### config.mk
export PLATFORM = sky130hd
export DESIGN_NAME = h_bridge_motor_current_control
export DESIGN_NICKNAME = d
export VERILOG_FILES = /design/src/verilog/motor_ctrl_pkg.sv /design/src/verilog/peak_mask_timer.sv /design/src/verilog/h_bridge_motor_current_control.sv
export SDC_FILE = /design/constraint.sdc
export NUM_CORES = 2
export LEC_CHECK = 0
export BUFFER_PORTS_ARGS = -buffer_cell sky130_fd_sc_hd__buf_4
export CAP_MARGIN = 20
export CORE_MARGIN = 4
export CORE_UTILIZATION = 45
export CTS_CLUSTER_DIAMETER = 100
export DETAILED_ROUTE_END_ITERATION = 10
export GPL_TIMING_DRIVEN = 0
export PLACE_DENSITY_LB_ADDON = 0.25
export SYNTH_ARGS = -nofsm -noshare
export SYNTH_HDL_FRONTEND = slang
export SYNTH_SLANG_ARGS = --single-unit
### constraint.sdc
create_clock -name clock_in -period 19.8 [get_ports clock_in]
set_input_delay 2.97 -clock clock_in [delete_from_list [all_inputs] [get_ports clock_in]]
set_output_delay 2.97 -clock clock_in [all_outputs]
set_load 0.005 [all_outputs]
### src/verilog/motor_ctrl_pkg.sv
// constants and types for the h-bridge current control block
package motor_ctrl_pkg;
  localparam int unsigned CLK_HZ = 250_000_000;
  localparam int unsigned CUR_W = 16;
  localparam int unsigned CMD_W = 8;
  localparam logic signed [CMD_W-1:0] CMD_MIN = -8'sd100;
  localparam logic signed [CMD_W-1:0] CMD_MAX = 8'sd100;
  localparam logic signed [8:0] CMD_SPAN = 9'sd200;
  localparam logic [CUR_W-1:0] PEAK_HI_MA = 16'd300;
  localparam logic [CUR_W-1:0] PEAK_MID_MA = 16'd270;
  localparam logic [CUR_W-1:0] HW_TRIP_A = 16'd350;
  localparam int unsigned PEAK_HI_MS = 25;
  localparam int unsigned PEAK_MID_MS = 250;
  localparam int unsigned CYC_PER_MS = CLK_HZ / 1000;
  localparam int unsigned PEAK_HI_CYC = PEAK_HI_MS * CYC_PER_MS;
  localparam int unsigned PEAK_MID_CYC = PEAK_MID_MS * CYC_PER_MS;
  localparam int unsigned MS_W = 18;
  localparam logic [1:0] COMBO_OFF = 2'h0;
  localparam logic [1:0] COMBO_FWD = 2'h1;
  localparam logic [1:0] COMBO_REV = 2'h2;
  localparam logic [3:0] FILT_W = 4'd15;
  typedef enum logic [1:0] {
    BRIDGE_OFF,
    BRIDGE_BRAKE,
    BRIDGE_FWD,
    BRIDGE_REV
  } bridge_t;
endpackage : motor_ctrl_pkg

### src/verilog/peak_mask_timer.sv
// masking timer for one over-current peak threshold
`timescale 1ns/1ps
module peak_mask_timer
  import motor_ctrl_pkg::*;
#(
  parameter int unsigned LIMIT_CYC = 1000
) (
  input wire logic clock_in,
  input wire logic sys_rst_in,
  input wire logic above_in,
  output logic expired_out
);
  logic [31:0] count_reg;

  always_ff @(posedge clock_in or posedge sys_rst_in) begin
    if (sys_rst_in) begin
      count_reg <= 32'h0;
    end else if (!above_in) begin
      count_reg <= 32'h0;
    end else if (count_reg < LIMIT_CYC) begin
      count_reg <= count_reg + 32'h1;
    end
  end

  assign expired_out = above_in && (count_reg >= LIMIT_CYC);
endmodule : peak_mask_timer

### src/verilog/h_bridge_motor_current_control.sv
// h-bridge motor current target, ramp, direction and protection logic
// Contract
// - command -100/+100 map to min/max currents
// - output current clamped within configured limits
// - normal command from selected control source
// - active override replaces normal command
// - override target is limited too
// - override sign selects drive direction
// - ramp up and down at configured durations
// - enable stop cuts drive immediately, no ramp
// - zero is one state, positive the other
// - invert option reverses motor direction
// - over-temperature cutout with hysteresis release
// - filter measured current by configurable constant
// - new direction after N stable signs
// - dead time grounds both motor terminals
// - combined value 0 off 1 fwd 2 rev
// - mask peaks over 300A for 25ms
// - mask peaks over 270A for 250ms
// - after masking hardware trips at 350A
`timescale 1ns/1ps
module h_bridge_motor_current_control
  import motor_ctrl_pkg::*;
#(
  parameter int unsigned PEAK_HI_LIMIT = PEAK_HI_CYC,
  parameter int unsigned PEAK_MID_LIMIT = PEAK_MID_CYC
) (
  input wire logic clock_in,
  input wire logic sys_rst_in,
  input wire logic signed [CMD_W-1:0] control_value_in,
  input wire logic signed [CUR_W-1:0] min_cmd_current_in,
  input wire logic signed [CUR_W-1:0] max_cmd_current_in,
  input wire logic override_active_in,
  input wire logic signed [CUR_W-1:0] override_current_in,
  input wire logic direction_used_in,
  input wire logic [CMD_W-1:0] direction_value_in,
  input wire logic enable_from_network_in,
  input wire logic [CMD_W-1:0] enable_value_in,
  input wire logic invert_direction_in,
  input wire logic [MS_W-1:0] ramp_up_step_cycles_in,
  input wire logic [MS_W-1:0] ramp_down_step_cycles_in,
  input wire logic [CUR_W-1:0] fet_temp_in,
  input wire logic [CUR_W-1:0] fet_temp_max_in,
  input wire logic [CUR_W-1:0] fet_temp_hyst_in,
  input wire logic [3:0] current_filter_shift_in,
  input wire logic [CUR_W-1:0] motor_current_amps_in,
  input wire logic [7:0] stable_count_in,
  input wire logic [1:0] safe_torque_off_inputs_in,
  output logic [CUR_W-1:0] current_target_out,
  output logic [CUR_W-1:0] filtered_current_out,
  output logic high_side_a_out,
  output logic low_side_a_out,
  output logic high_side_b_out,
  output logic low_side_b_out,
  output logic drive_disable_out,
  output logic over_temp_out,
  output logic over_current_out
);
  logic signed [9:0] cmd_off;
  logic signed [CUR_W:0] cur_diff;
  logic signed [CUR_W+9:0] span_prod;
  logic signed [CUR_W+9:0] span_quot;
  logic signed [CUR_W-1:0] interp_cur;
  logic signed [CUR_W-1:0] lo_lim;
  logic signed [CUR_W-1:0] hi_lim;
  logic signed [CUR_W-1:0] raw_target;
  logic signed [CUR_W-1:0] clamped;
  logic signed [CUR_W-1:0] ramp_reg;
  logic [MS_W-1:0] ramp_tick_reg;
  logic cmd_neg;
  logic want_rev;
  logic want_enable;
  logic prev_rev_reg;
  logic [7:0] stable_reg;
  logic applied_rev_reg;
  logic dead_reg;
  logic over_temp_reg;
  logic [CUR_W+15:0] filt_acc_reg;
  logic peak_hi_exp;
  logic peak_mid_exp;
  logic hw_enable;
  bridge_t bridge_state;
  logic [CUR_W-1:0] mag;
  logic above_hi;
  logic above_mid;
  logic sto_released;

  // linear map of -100..100 to min..max currents
  assign cmd_off = 10'(control_value_in) - 10'(CMD_MIN);
  assign cur_diff = 17'(max_cmd_current_in) - 17'(min_cmd_current_in);
  assign span_prod = 26'(cmd_off) * 26'(cur_diff);
  assign span_quot = span_prod / 26'(CMD_SPAN);
  assign interp_cur = CUR_W'(min_cmd_current_in + CUR_W'(span_quot));
  assign lo_lim = (min_cmd_current_in < max_cmd_current_in) ? min_cmd_current_in
                  : max_cmd_current_in;
  assign hi_lim = (min_cmd_current_in < max_cmd_current_in) ? max_cmd_current_in
                  : min_cmd_current_in;

  always_comb begin
    if (override_active_in) begin
      raw_target = override_current_in;
    end else if (control_value_in > CMD_MAX) begin
      raw_target = max_cmd_current_in;
    end else if (control_value_in < CMD_MIN) begin
      raw_target = min_cmd_current_in;
    end else begin
      raw_target = interp_cur;
    end
    if (raw_target > hi_lim) begin
      clamped = hi_lim;
    end else if (raw_target < lo_lim) begin
      clamped = lo_lim;
    end else begin
      clamped = raw_target;
    end
  end

  // direction and enable decoding
  always_comb begin
    cmd_neg = clamped < 0;
    // combined network value, reserved codes disable
    if (!direction_used_in && enable_from_network_in) begin
      case (enable_value_in)
        8'(COMBO_FWD): begin
          want_enable = 1'b1;
          want_rev = 1'b0;
        end
        8'(COMBO_REV): begin
          want_enable = 1'b1;
          want_rev = 1'b1;
        end
        default: begin
          want_enable = 1'b0;
          want_rev = 1'b0;
        end
      endcase
    end else begin
      // separate direction and enable sources
      want_enable = enable_value_in != 8'h00;
      want_rev = direction_used_in ? (direction_value_in != 8'h00) : cmd_neg;
    end
    if (override_active_in) begin
      want_rev = cmd_neg;
    end
    want_rev = want_rev ^ invert_direction_in;
  end

  // stable sign counting before direction change
  always_ff @(posedge clock_in or posedge sys_rst_in) begin
    if (sys_rst_in) begin
      prev_rev_reg <= 1'b0;
      stable_reg <= 8'h00;
      applied_rev_reg <= 1'b0;
      dead_reg <= 1'b0;
    end else begin
      prev_rev_reg <= want_rev;
      if (want_rev != prev_rev_reg) begin
        stable_reg <= 8'h01;
      end else if (stable_reg != 8'hff) begin
        stable_reg <= stable_reg + 8'h01;
      end
      if (want_rev != applied_rev_reg) begin
        dead_reg <= 1'b1;
        if (want_rev == prev_rev_reg && stable_reg >= stable_count_in) begin
          applied_rev_reg <= want_rev;
          dead_reg <= 1'b0;
        end
      end else begin
        dead_reg <= 1'b0;
      end
    end
  end

  // temperature cutout with hysteresis
  always_ff @(posedge clock_in or posedge sys_rst_in) begin
    if (sys_rst_in) begin
      over_temp_reg <= 1'b0;
    end else if (fet_temp_in > fet_temp_max_in) begin
      over_temp_reg <= 1'b1;
    end else if (32'(fet_temp_in) + 32'(fet_temp_hyst_in) < 32'(fet_temp_max_in)) begin
      over_temp_reg <= 1'b0;
    end
  end

  // measured current filter: acc += (in - acc) >> k
  always_ff @(posedge clock_in or posedge sys_rst_in) begin
    if (sys_rst_in) begin
      filt_acc_reg <= '0;
    end else begin
      filt_acc_reg <= 32'(filt_acc_reg + ((32'(motor_current_amps_in) << 16) >>
                      current_filter_shift_in) - (filt_acc_reg >>
                      current_filter_shift_in));
    end
  end
  assign filtered_current_out = filt_acc_reg[CUR_W+15:16];

  // drive allowed only with enable, cool fets and safety released
  assign sto_released = safe_torque_off_inputs_in == 2'b00;
  assign hw_enable = want_enable && !over_temp_reg && sto_released;
  // current magnitude for the ramp
  assign mag = clamped < 0 ? CUR_W'(-clamped) : CUR_W'(clamped);

  // ramp toward target, cut at once on disable
  always_ff @(posedge clock_in or posedge sys_rst_in) begin
    if (sys_rst_in) begin
      ramp_reg <= '0;
      ramp_tick_reg <= '0;
    end else if (!hw_enable || dead_reg) begin
      ramp_reg <= '0;
      ramp_tick_reg <= '0;
    end else begin
      if (ramp_reg < signed'(mag)) begin
        if (ramp_tick_reg >= ramp_up_step_cycles_in) begin
          ramp_reg <= ramp_reg + 16'sd1;
          ramp_tick_reg <= '0;
        end else begin
          ramp_tick_reg <= ramp_tick_reg + 18'h1;
        end
      end else if (ramp_reg > signed'(mag)) begin
        if (ramp_tick_reg >= ramp_down_step_cycles_in) begin
          ramp_reg <= ramp_reg - 16'sd1;
          ramp_tick_reg <= '0;
        end else begin
          ramp_tick_reg <= ramp_tick_reg + 18'h1;
        end
      end else begin
        ramp_tick_reg <= '0;
      end
    end
  end
  assign current_target_out = CUR_W'(ramp_reg);

  // peak comparators feeding the masking timers
  assign above_hi = motor_current_amps_in > PEAK_HI_MA;
  assign above_mid = motor_current_amps_in > PEAK_MID_MA;
  peak_mask_timer #(.LIMIT_CYC(PEAK_HI_LIMIT)) u_peak_hi (
    .clock_in(clock_in),
    .sys_rst_in(sys_rst_in),
    .above_in(above_hi),
    .expired_out(peak_hi_exp)
  );
  peak_mask_timer #(.LIMIT_CYC(PEAK_MID_LIMIT)) u_peak_mid (
    .clock_in(clock_in),
    .sys_rst_in(sys_rst_in),
    .above_in(above_mid),
    .expired_out(peak_mid_exp)
  );

  // hardware detector armed after masking expires
  always_ff @(posedge clock_in or posedge sys_rst_in) begin
    if (sys_rst_in) begin
      over_current_out <= 1'b0;
    end else begin
      over_current_out <= (peak_hi_exp || peak_mid_exp) &&
                          (motor_current_amps_in >= HW_TRIP_A);
    end
  end

  // bridge state from enable, dead time and direction
  always_comb begin
    if (!hw_enable) begin
      bridge_state = BRIDGE_OFF;
    end else if (dead_reg) begin
      bridge_state = BRIDGE_BRAKE;
    end else if (applied_rev_reg) begin
      bridge_state = BRIDGE_REV;
    end else begin
      bridge_state = BRIDGE_FWD;
    end
  end

  // registered gate drive
  always_ff @(posedge clock_in or posedge sys_rst_in) begin
    if (sys_rst_in) begin
      high_side_a_out <= 1'b0;
      low_side_a_out <= 1'b0;
      high_side_b_out <= 1'b0;
      low_side_b_out <= 1'b0;
      drive_disable_out <= 1'b1;
    end else begin
      drive_disable_out <= !hw_enable;
      unique case (bridge_state)
        BRIDGE_OFF: begin
          {high_side_a_out, low_side_a_out, high_side_b_out, low_side_b_out} <= 4'h0;
        end
        BRIDGE_BRAKE: begin
          {high_side_a_out, low_side_a_out, high_side_b_out, low_side_b_out} <= 4'h5;
        end
        BRIDGE_FWD: begin
          {high_side_a_out, low_side_a_out, high_side_b_out, low_side_b_out} <= 4'h9;
        end
        BRIDGE_REV: begin
          {high_side_a_out, low_side_a_out, high_side_b_out, low_side_b_out} <= 4'h6;
        end
      endcase
    end
  end

  // thermal cutout flag
  assign over_temp_out = over_temp_reg;
endmodule : h_bridge_motor_current_control

== Word level (Yosys, flattened, before mapping) ==
Index checks and enable logic that the tools add are counted.
Word-level totals
  bits of input ports: 192
  word-level logic and storage cells: 136
  memory bits (writable): 0
  memories: 0
  bits in latches: 0
  flip-flop bits (word level): 148
  ROM bits: 0
Cells by class
  $mul: 1
  add/sub/neg operators: 13
  equal/unequal tests: 12
  divide/modulo/power cells: 1
  reduce and logical (&&, ||, !) cells: 29
  shift operators: 2
  muxes and demuxes: 41
  $lt $le $gt $ge: 20
  bitwise gates (word level): 1
Operators with widths (count)
  2-to-1 mux 16 bit: 13
  2-to-1 mux 32 bit: 4
  2-to-1 mux 18 bit: 5
  adder 32 x 1 -> 32 bit (second input constant): 2
  >> shifter 32 x 4 -> 32 bit: 2
  > comparator 16 bit: 3
  less-than comparator 16 bit: 3
  greater-or-equal comparator 18 bit: 2
  adder 32 bit: 1
  greater-or-equal comparator 32 x 23 -> 1 bit (second input constant): 1
  greater-or-equal comparator 32 x 26 -> 1 bit (second input constant): 1
  > comparator 16 x 9 -> 1 bit (second input constant): 2
  less-than comparator 32 x 23 -> 1 bit (second input constant): 1
  less-than comparator 32 x 26 -> 1 bit (second input constant): 1
  subtractor 32 bit: 1
  divider 26 x 9 -> 26 bit (second input constant): 1
  multiplier 9 x 17 -> 26 bit: 1
  adder 18 x 1 -> 18 bit (second input constant): 1
  adder 16 x 16 -> 17 bit: 1
  less-than comparator 17 x 16 -> 1 bit: 1
  subtractor 16 x 16 -> 17 bit: 1
  adder 16 bit: 1
  adder 16 x 2 -> 16 bit (second input constant): 1
  greater-or-equal comparator 16 x 9 -> 1 bit (second input constant): 1
  other kinds (33): 69

== Logic depth before layout (Yosys ltp) ==
  depth after elaboration: 19
  gate-level depth with buffers: 145
  gate-level depth less buffers: 138

== By module ==
From an unflattened synthesis, not the netlist that was laid out.
Unflattened totals
  cells, all modules: 3576
  area total of the unflattened synthesis: 28456.0 um^2
By module, submodules not included
  h_bridge_motor_current_control: area each 25074.0 um^2, times used 1, cells an instance 3222, seq. area each 2103.3 um^2
  peak_mask_timer (u_peak_mid): area each 1757.9 um^2, times used 1, cells an instance 182, seq. area each 800.8 um^2
  peak_mask_timer (u_peak_hi): area each 1624.1 um^2, times used 1, cells an instance 172, seq. area each 800.8 um^2

== Least setup slack after synthesis ==
No wires, ideal clock.
  path type: input-to-reg
  start point: input port min_cmd_current_in[1]
  end point: register ramp_reg[14], in the netlist current_target_out[14]
  arrival: 31.633 ns
  path buffers: 9
  slack: -11.954 ns
  data required time: 19.679 ns
  stages on the path: 139
  cells stage by stage: inv_1 ha_1 nor2b_1 o21ai_0 a21boi_0 o21ai_0 a21boi_0 o21ai_0 a21boi_0 o21ai_0 a21boi_0 o21ai_0 a21boi_0 o21ai_0 a21boi_0 o21ai_0 nand2_1 xnor2_1 [103 not listed] o21ai_0 nand2_1 a31oi_1 clkbuf_1 clkbuf_1 xor2_1 ha_1 or3_1 o31ai_1 o21ai_0 o21ai_0 o21ai_0 o21ai_0 o21ai_0 or2_2 o22ai_1 o21bai_1 a22o_1
Between the ends
  cells in the longest elaborated chain, start to end: 15
  elaborated cells on any way between the ends: 25
  those cells by class: add/sub: 3; mul: 1; div: 1; order compare: 6; eq/ne: 1; mux: 10; reduce/logical: 3
Ends and longest elaborated chain
  start, declared: RTL line h_bridge_motor_current_control.sv:31  | input wire logic signed [CUR_W-1:0] min_cmd_current_in,
  subtractor 16 x 16 -> 17 bit: RTL line h_bridge_motor_current_control.sv:90  | assign cur_diff = 17'(max_cmd_current_in) - 17'(min_cmd_current_in);
  multiplier 9 x 17 -> 26 bit: RTL line h_bridge_motor_current_control.sv:91  | assign span_prod = 26'(cmd_off) * 26'(cur_diff);
  divider 26 x 9 -> 26 bit: RTL line h_bridge_motor_current_control.sv:92  | assign span_quot = span_prod / 26'(CMD_SPAN);
  adder 16 bit: RTL line h_bridge_motor_current_control.sv:93  | assign interp_cur = CUR_W'(min_cmd_current_in + CUR_W'(span_quot));
  2-to-1 mux 16 bit: RTL line h_bridge_motor_current_control.sv:104  | end else if (control_value_in < CMD_MIN) begin
  2-to-1 mux 16 bit: RTL line h_bridge_motor_current_control.sv:102  | end else if (control_value_in > CMD_MAX) begin
  2-to-1 mux 16 bit: RTL line h_bridge_motor_current_control.sv:100  | if (override_active_in) begin
  less-than comparator 16 bit: RTL line h_bridge_motor_current_control.sv:111  | end else if (raw_target < lo_lim) begin
  2-to-1 mux 16 bit: RTL line h_bridge_motor_current_control.sv:111
  2-to-1 mux 16 bit (*): RTL line h_bridge_motor_current_control.sv:109  | if (raw_target > hi_lim) begin
  negation 16 bit or less-than comparator 16 x 1 -> 1 bit (tied branches): RTL line h_bridge_motor_current_control.sv:201  | assign mag = clamped < 0 ? CUR_W'(-clamped) : CUR_W'(clamped);
  2-to-1 mux 16 bit (*): RTL line h_bridge_motor_current_control.sv:201
  less-than comparator 16 bit or > comparator 16 bit (tied branches): RTL line h_bridge_motor_current_control.sv:212, h_bridge_motor_current_control.sv:219
  inequality test 3 x 2 -> 1 bit (no line) (tied with other cells)
  AND reduction 3 bit (no line) or 2-to-1 mux 16 bit (tied branches)
  end signal, assigned: RTL line h_bridge_motor_current_control.sv:214  | ramp_reg <= ramp_reg + 16'sd1;
  end signal, assigned: RTL line h_bridge_motor_current_control.sv:221  | ramp_reg <= ramp_reg - 16'sd1;
  end, declared: RTL line h_bridge_motor_current_control.sv:68  | logic signed [CUR_W-1:0] ramp_reg;
Every way passes the cells marked *; elsewhere a longest branch is shown, timed or not.
A chain may end at the register's enable or synchronous reset.

== Worst setup path after layout ==
  start point: input port min_cmd_current_in[1]
  end point: register ramp_reg[12], in the netlist current_target_out[12]
The elaborated chain is that of the path after synthesis.

==> flow_summary.json <==
{
  "vias": 27673,
  "outcome": "finished with violations",
  "synth_fp_nets": 4107,
  "rsz0062_at_grt": "true",
  "multiInputGateArea_um2": 24500,
  "h-tree-depth": 4,
  "cpMostUsedCell": "o21ai_2",
  "yosysTopAreaCell": "dfrtp_1",
  "postLayoutCoreUtil_pct": 59.03,
  "io_buffers": 225,
  "clk_pin_slew_worst_paths_ns": 0.06,
  "crit_path_max_incr_delay_ns": 0.65,
  "synth_edf_count": 0,
  "grt_start_max_net_pins": 79,
  "avgSynthCellArea_um2": 7.924,
  "wl_met3_mm": 4.824,
  "coreArea_um2": 60580,
  "cts_tree": "built",
  "cap_violations": 0,
  "hpwl_mm": 63.94,
  "grt_usage_pct": 24.68,
  "start_util_pct": 45.61,
  "routed_wl_mm": 84.35,
  "gp_congestion": 1.005,
  "r2r_start": "filt_acc_reg[16]$_DFF_PP0_",
  "fin_ws_ns": -10.39,
  "cp_num_buf_inv": 18,
  "yosys.cell_types.count": 123,
  "yosysSeqAreaShare_pct": 13.41,
  "critPathRequiredTime_ns": 20.12,
  "synth_top_area_share_pct": 13.31,
  "relSlewSlack_pct": 31.76,
  "min_period_ns": 30.19,
  "crit_cells": 141,
  "met1_length_mm": 36.06,
  "overflow": 0,
  "finalCritPeriodShare_pct": 152.5,
  "crit_path_end": "current_target_out[12]$_DFFE_PP0P_",
  "setup.worst_path.end_class": "register",
  "drc": 0,
  "slowest_stage": "or4bb_4",
  "die-area_um2": 65430,
  "layout-drive-gt1-share_pct": 25.44,
  "vias_per_cell": 5.780,
  "syn_area_um2": 27630,
  "critPathKind": "input pin to register",
  "arrival_ns": 30.51,
  "rr_worst_depth": 36,
  "regArea_um2": 3705,
  "drt_iter0_drc": 1999,
  "hp-class": "register to register",
  "grt_pass1_vias": 26888,
  "ios": 231,
  "syn2layout_area_growth_pct": 29.43,
  "fillerInstances": 5398,
  "max_clock_freq_mhz": 33.13,
  "cts-root-buf": "clkbuf_16",
  "startpoint_type": "input pin",
  "synth-seq-cells": 148,
  "async_flop_share_pct": 100.0,
  "yosysWarningCount": 0,
  "clock_skew_ns": 0.009129,
  "synth_area_leaders": "dfrtp_1, ha_1, fa_1, inv_1, nand2_1",
  "ys.flop_type": "dfrtp_1",
  "postSynthCellCount": 3487,
  "critPathTopFamily": "compound AO/OA/AOI/OAI gates",
  "worstSkewPairLatency_ns": 0.44,
  "worst_pin_slew_ns": 1.016,
  "firstDrtPassIters": 7,
  "violations": "setup timing",
  "dieWidth_um": 255.8,
  "rows": 90,
  "r2r-end": "filt_acc_reg[31]$_DFF_PP0_",
  "setup_viol": 45,
  "timing_hold_violations_final": 0,
  "clock_sinks": 148,
  "final_net_count": 4612,
  "routedWlPerCell_um": 17.62,
  "antenna_found_initial": 3,
  "cts.path.max_buffers": 2,
  "final_cells": 4788,
  "dp.cells": 4496,
  "maxSlewViolCount": 0,
  "die_y_um": 255.8,
  "crit_start": "min_cmd_current_in[1]",
  "cts_hold_repair.buffers": 0,
  "rrSetupSlack_ns": 12.27,
  "highest_layer": "met5",
  "wl_met2_mm": 41.13,
  "crit_fanout": 10,
  "grt_pass1_wl_mm": 137.2,
  "antenna_left": 0,
  "numCtsBuffers": 17
}
what timing repair did:
| item | 4_1_cts | 5_1_grt |
|---|---|---|
| hold endpoints to repair | 0 | 0 |
| cloned | 2 | 0 |
| pin swaps | 193 | 132 |
| gates resized for setup | 293 | 139 |
| setup endpoints to repair | 45 | 45 |
| buffers inserted | 182 | 79 |
cell usage after synthesis, drive strengths merged, types with 63 or more instances:
| cell | instances |
|---|---|
| dfrtp | 147 |
| nor3 | 63 |
| fa | 160 |
| xor2 | 99 |
| a21o | 67 |
| mux2i | 65 |
| nor2 | 329 |
| a21oi | 233 |
| ha | 268 |
| inv | 367 |
| nand3 | 63 |
| o21ai | 225 |
| clkbuf | 80 |
| xnor2 | 135 |
| nand2 | 330 |
cells in the final DEF, fill, tap and decap left out, drive strengths merged, types with 10 or more instances in the layout:
cell type	count
clkbuf	94
nand2b	43
a211oi	46
and2	55
nand3	63
inv	372
or3	21
fa	160
xnor2	136
and4	11
a211o	12
nand2	330
a21o	67
nor3	63
nand4	49
or2	30
mux2	13
a22oi	11
a21oi	233
o22ai	17
o31ai	23
xor2	99
ha	268
buf	539
o21ai	225
and3	38
o21bai	43
dfrtp	147
o211a	15
o31a	12
mux4	26
nor4	23
a41oi	10
mux2i	65
o211ai	47
o21a	28
a31oi	28
nor2b	60
nor2	329
o311ai	12
stage by stage:
step | hold slack [ns] | setup slack (ns) | TNS (ns) | area (um2)
after CTS | 0.5072 | -9.603 | -341.50 | 34550
after detailed placement | 0.4880 | -13.56 | -515.83 | 31060
after floorplan | 0.4629 | -9.334 | -326.92 | 28350
final | 0.5026 | -10.39 | -378.09 | 35760
after global routing | 0.5230 | -11.65 | -432.98 | 35760
after global placement | 0.4816 | -13.52 | -517.96 | 31020
worst min path at each step:
stage                                          from                                   end  depth (start not counted)
3_3_place_gp   u_peak_mid.count_reg[30]$_DFFE_PP0P_  u_peak_mid.count_reg[30]$_DFFE_PP0P_                          1
6_report       u_peak_mid.count_reg[28]$_DFFE_PP0P_  u_peak_mid.count_reg[28]$_DFFE_PP0P_                          1
3_5_place_dp    u_peak_hi.count_reg[30]$_DFFE_PP0P_   u_peak_hi.count_reg[30]$_DFFE_PP0P_                          1
2_1_floorplan   u_peak_hi.count_reg[29]$_DFFE_PP0P_   u_peak_hi.count_reg[29]$_DFFE_PP0P_                          2
5_1_grt        u_peak_mid.count_reg[25]$_DFFE_PP0P_  u_peak_mid.count_reg[25]$_DFFE_PP0P_                          2
4_1_cts        u_peak_mid.count_reg[28]$_DFFE_PP0P_  u_peak_mid.count_reg[28]$_DFFE_PP0P_                          1
routing by layer:
layer | GRT usage [%] | vias to the layer above
li1 | - | 13281
met1 | 32.40 | 13236
met2 | 43.01 | 964
met3 | 3.206 | 188
met4 | 6.598 | 4
met5 | 0 | -
worst register-to-register path, delay by kind of cell (launching register included):
family	cells	cell delay, ns
adder cells (fa/ha/maj)	2	0.83
XOR/XNOR	1	0.14
AO/OA/AOI/OAI	30	4.87
multiplexers	2	1.08
flip-flops	1	0.47
buffers and inverters	1	0.05
logic make-up (layout without fill, tap and decap cells):
group	after synthesis	in the layout	share of synthesized area (%)
fa+ha+maj	430	430	23.80
compound gates	932	932	23.05
xor+xnor	234	235	7.757
buf+inv	496	1013	7.109
mux	104	104	5.017
simple gates	1143	1143	19.86
flops	148	148	13.41
other cells	0	1	0
cell type report:
type	instances	area share (%)
Timing Repair Buffer	488	10.66
Inverter	369	3.932
Tap cell	782	2.736
Sequential cell	148	10.36
Clock buffer	21	1.287
Antenna cell	1	0.006997
Buffer	124	2.124
Multi-Input combinational cell	2844	68.50
Clock inverter	11	0.3883
Power is not shown: default switching activity piles up to over one toggle a cycle in this logic, so the estimate is an artifact.
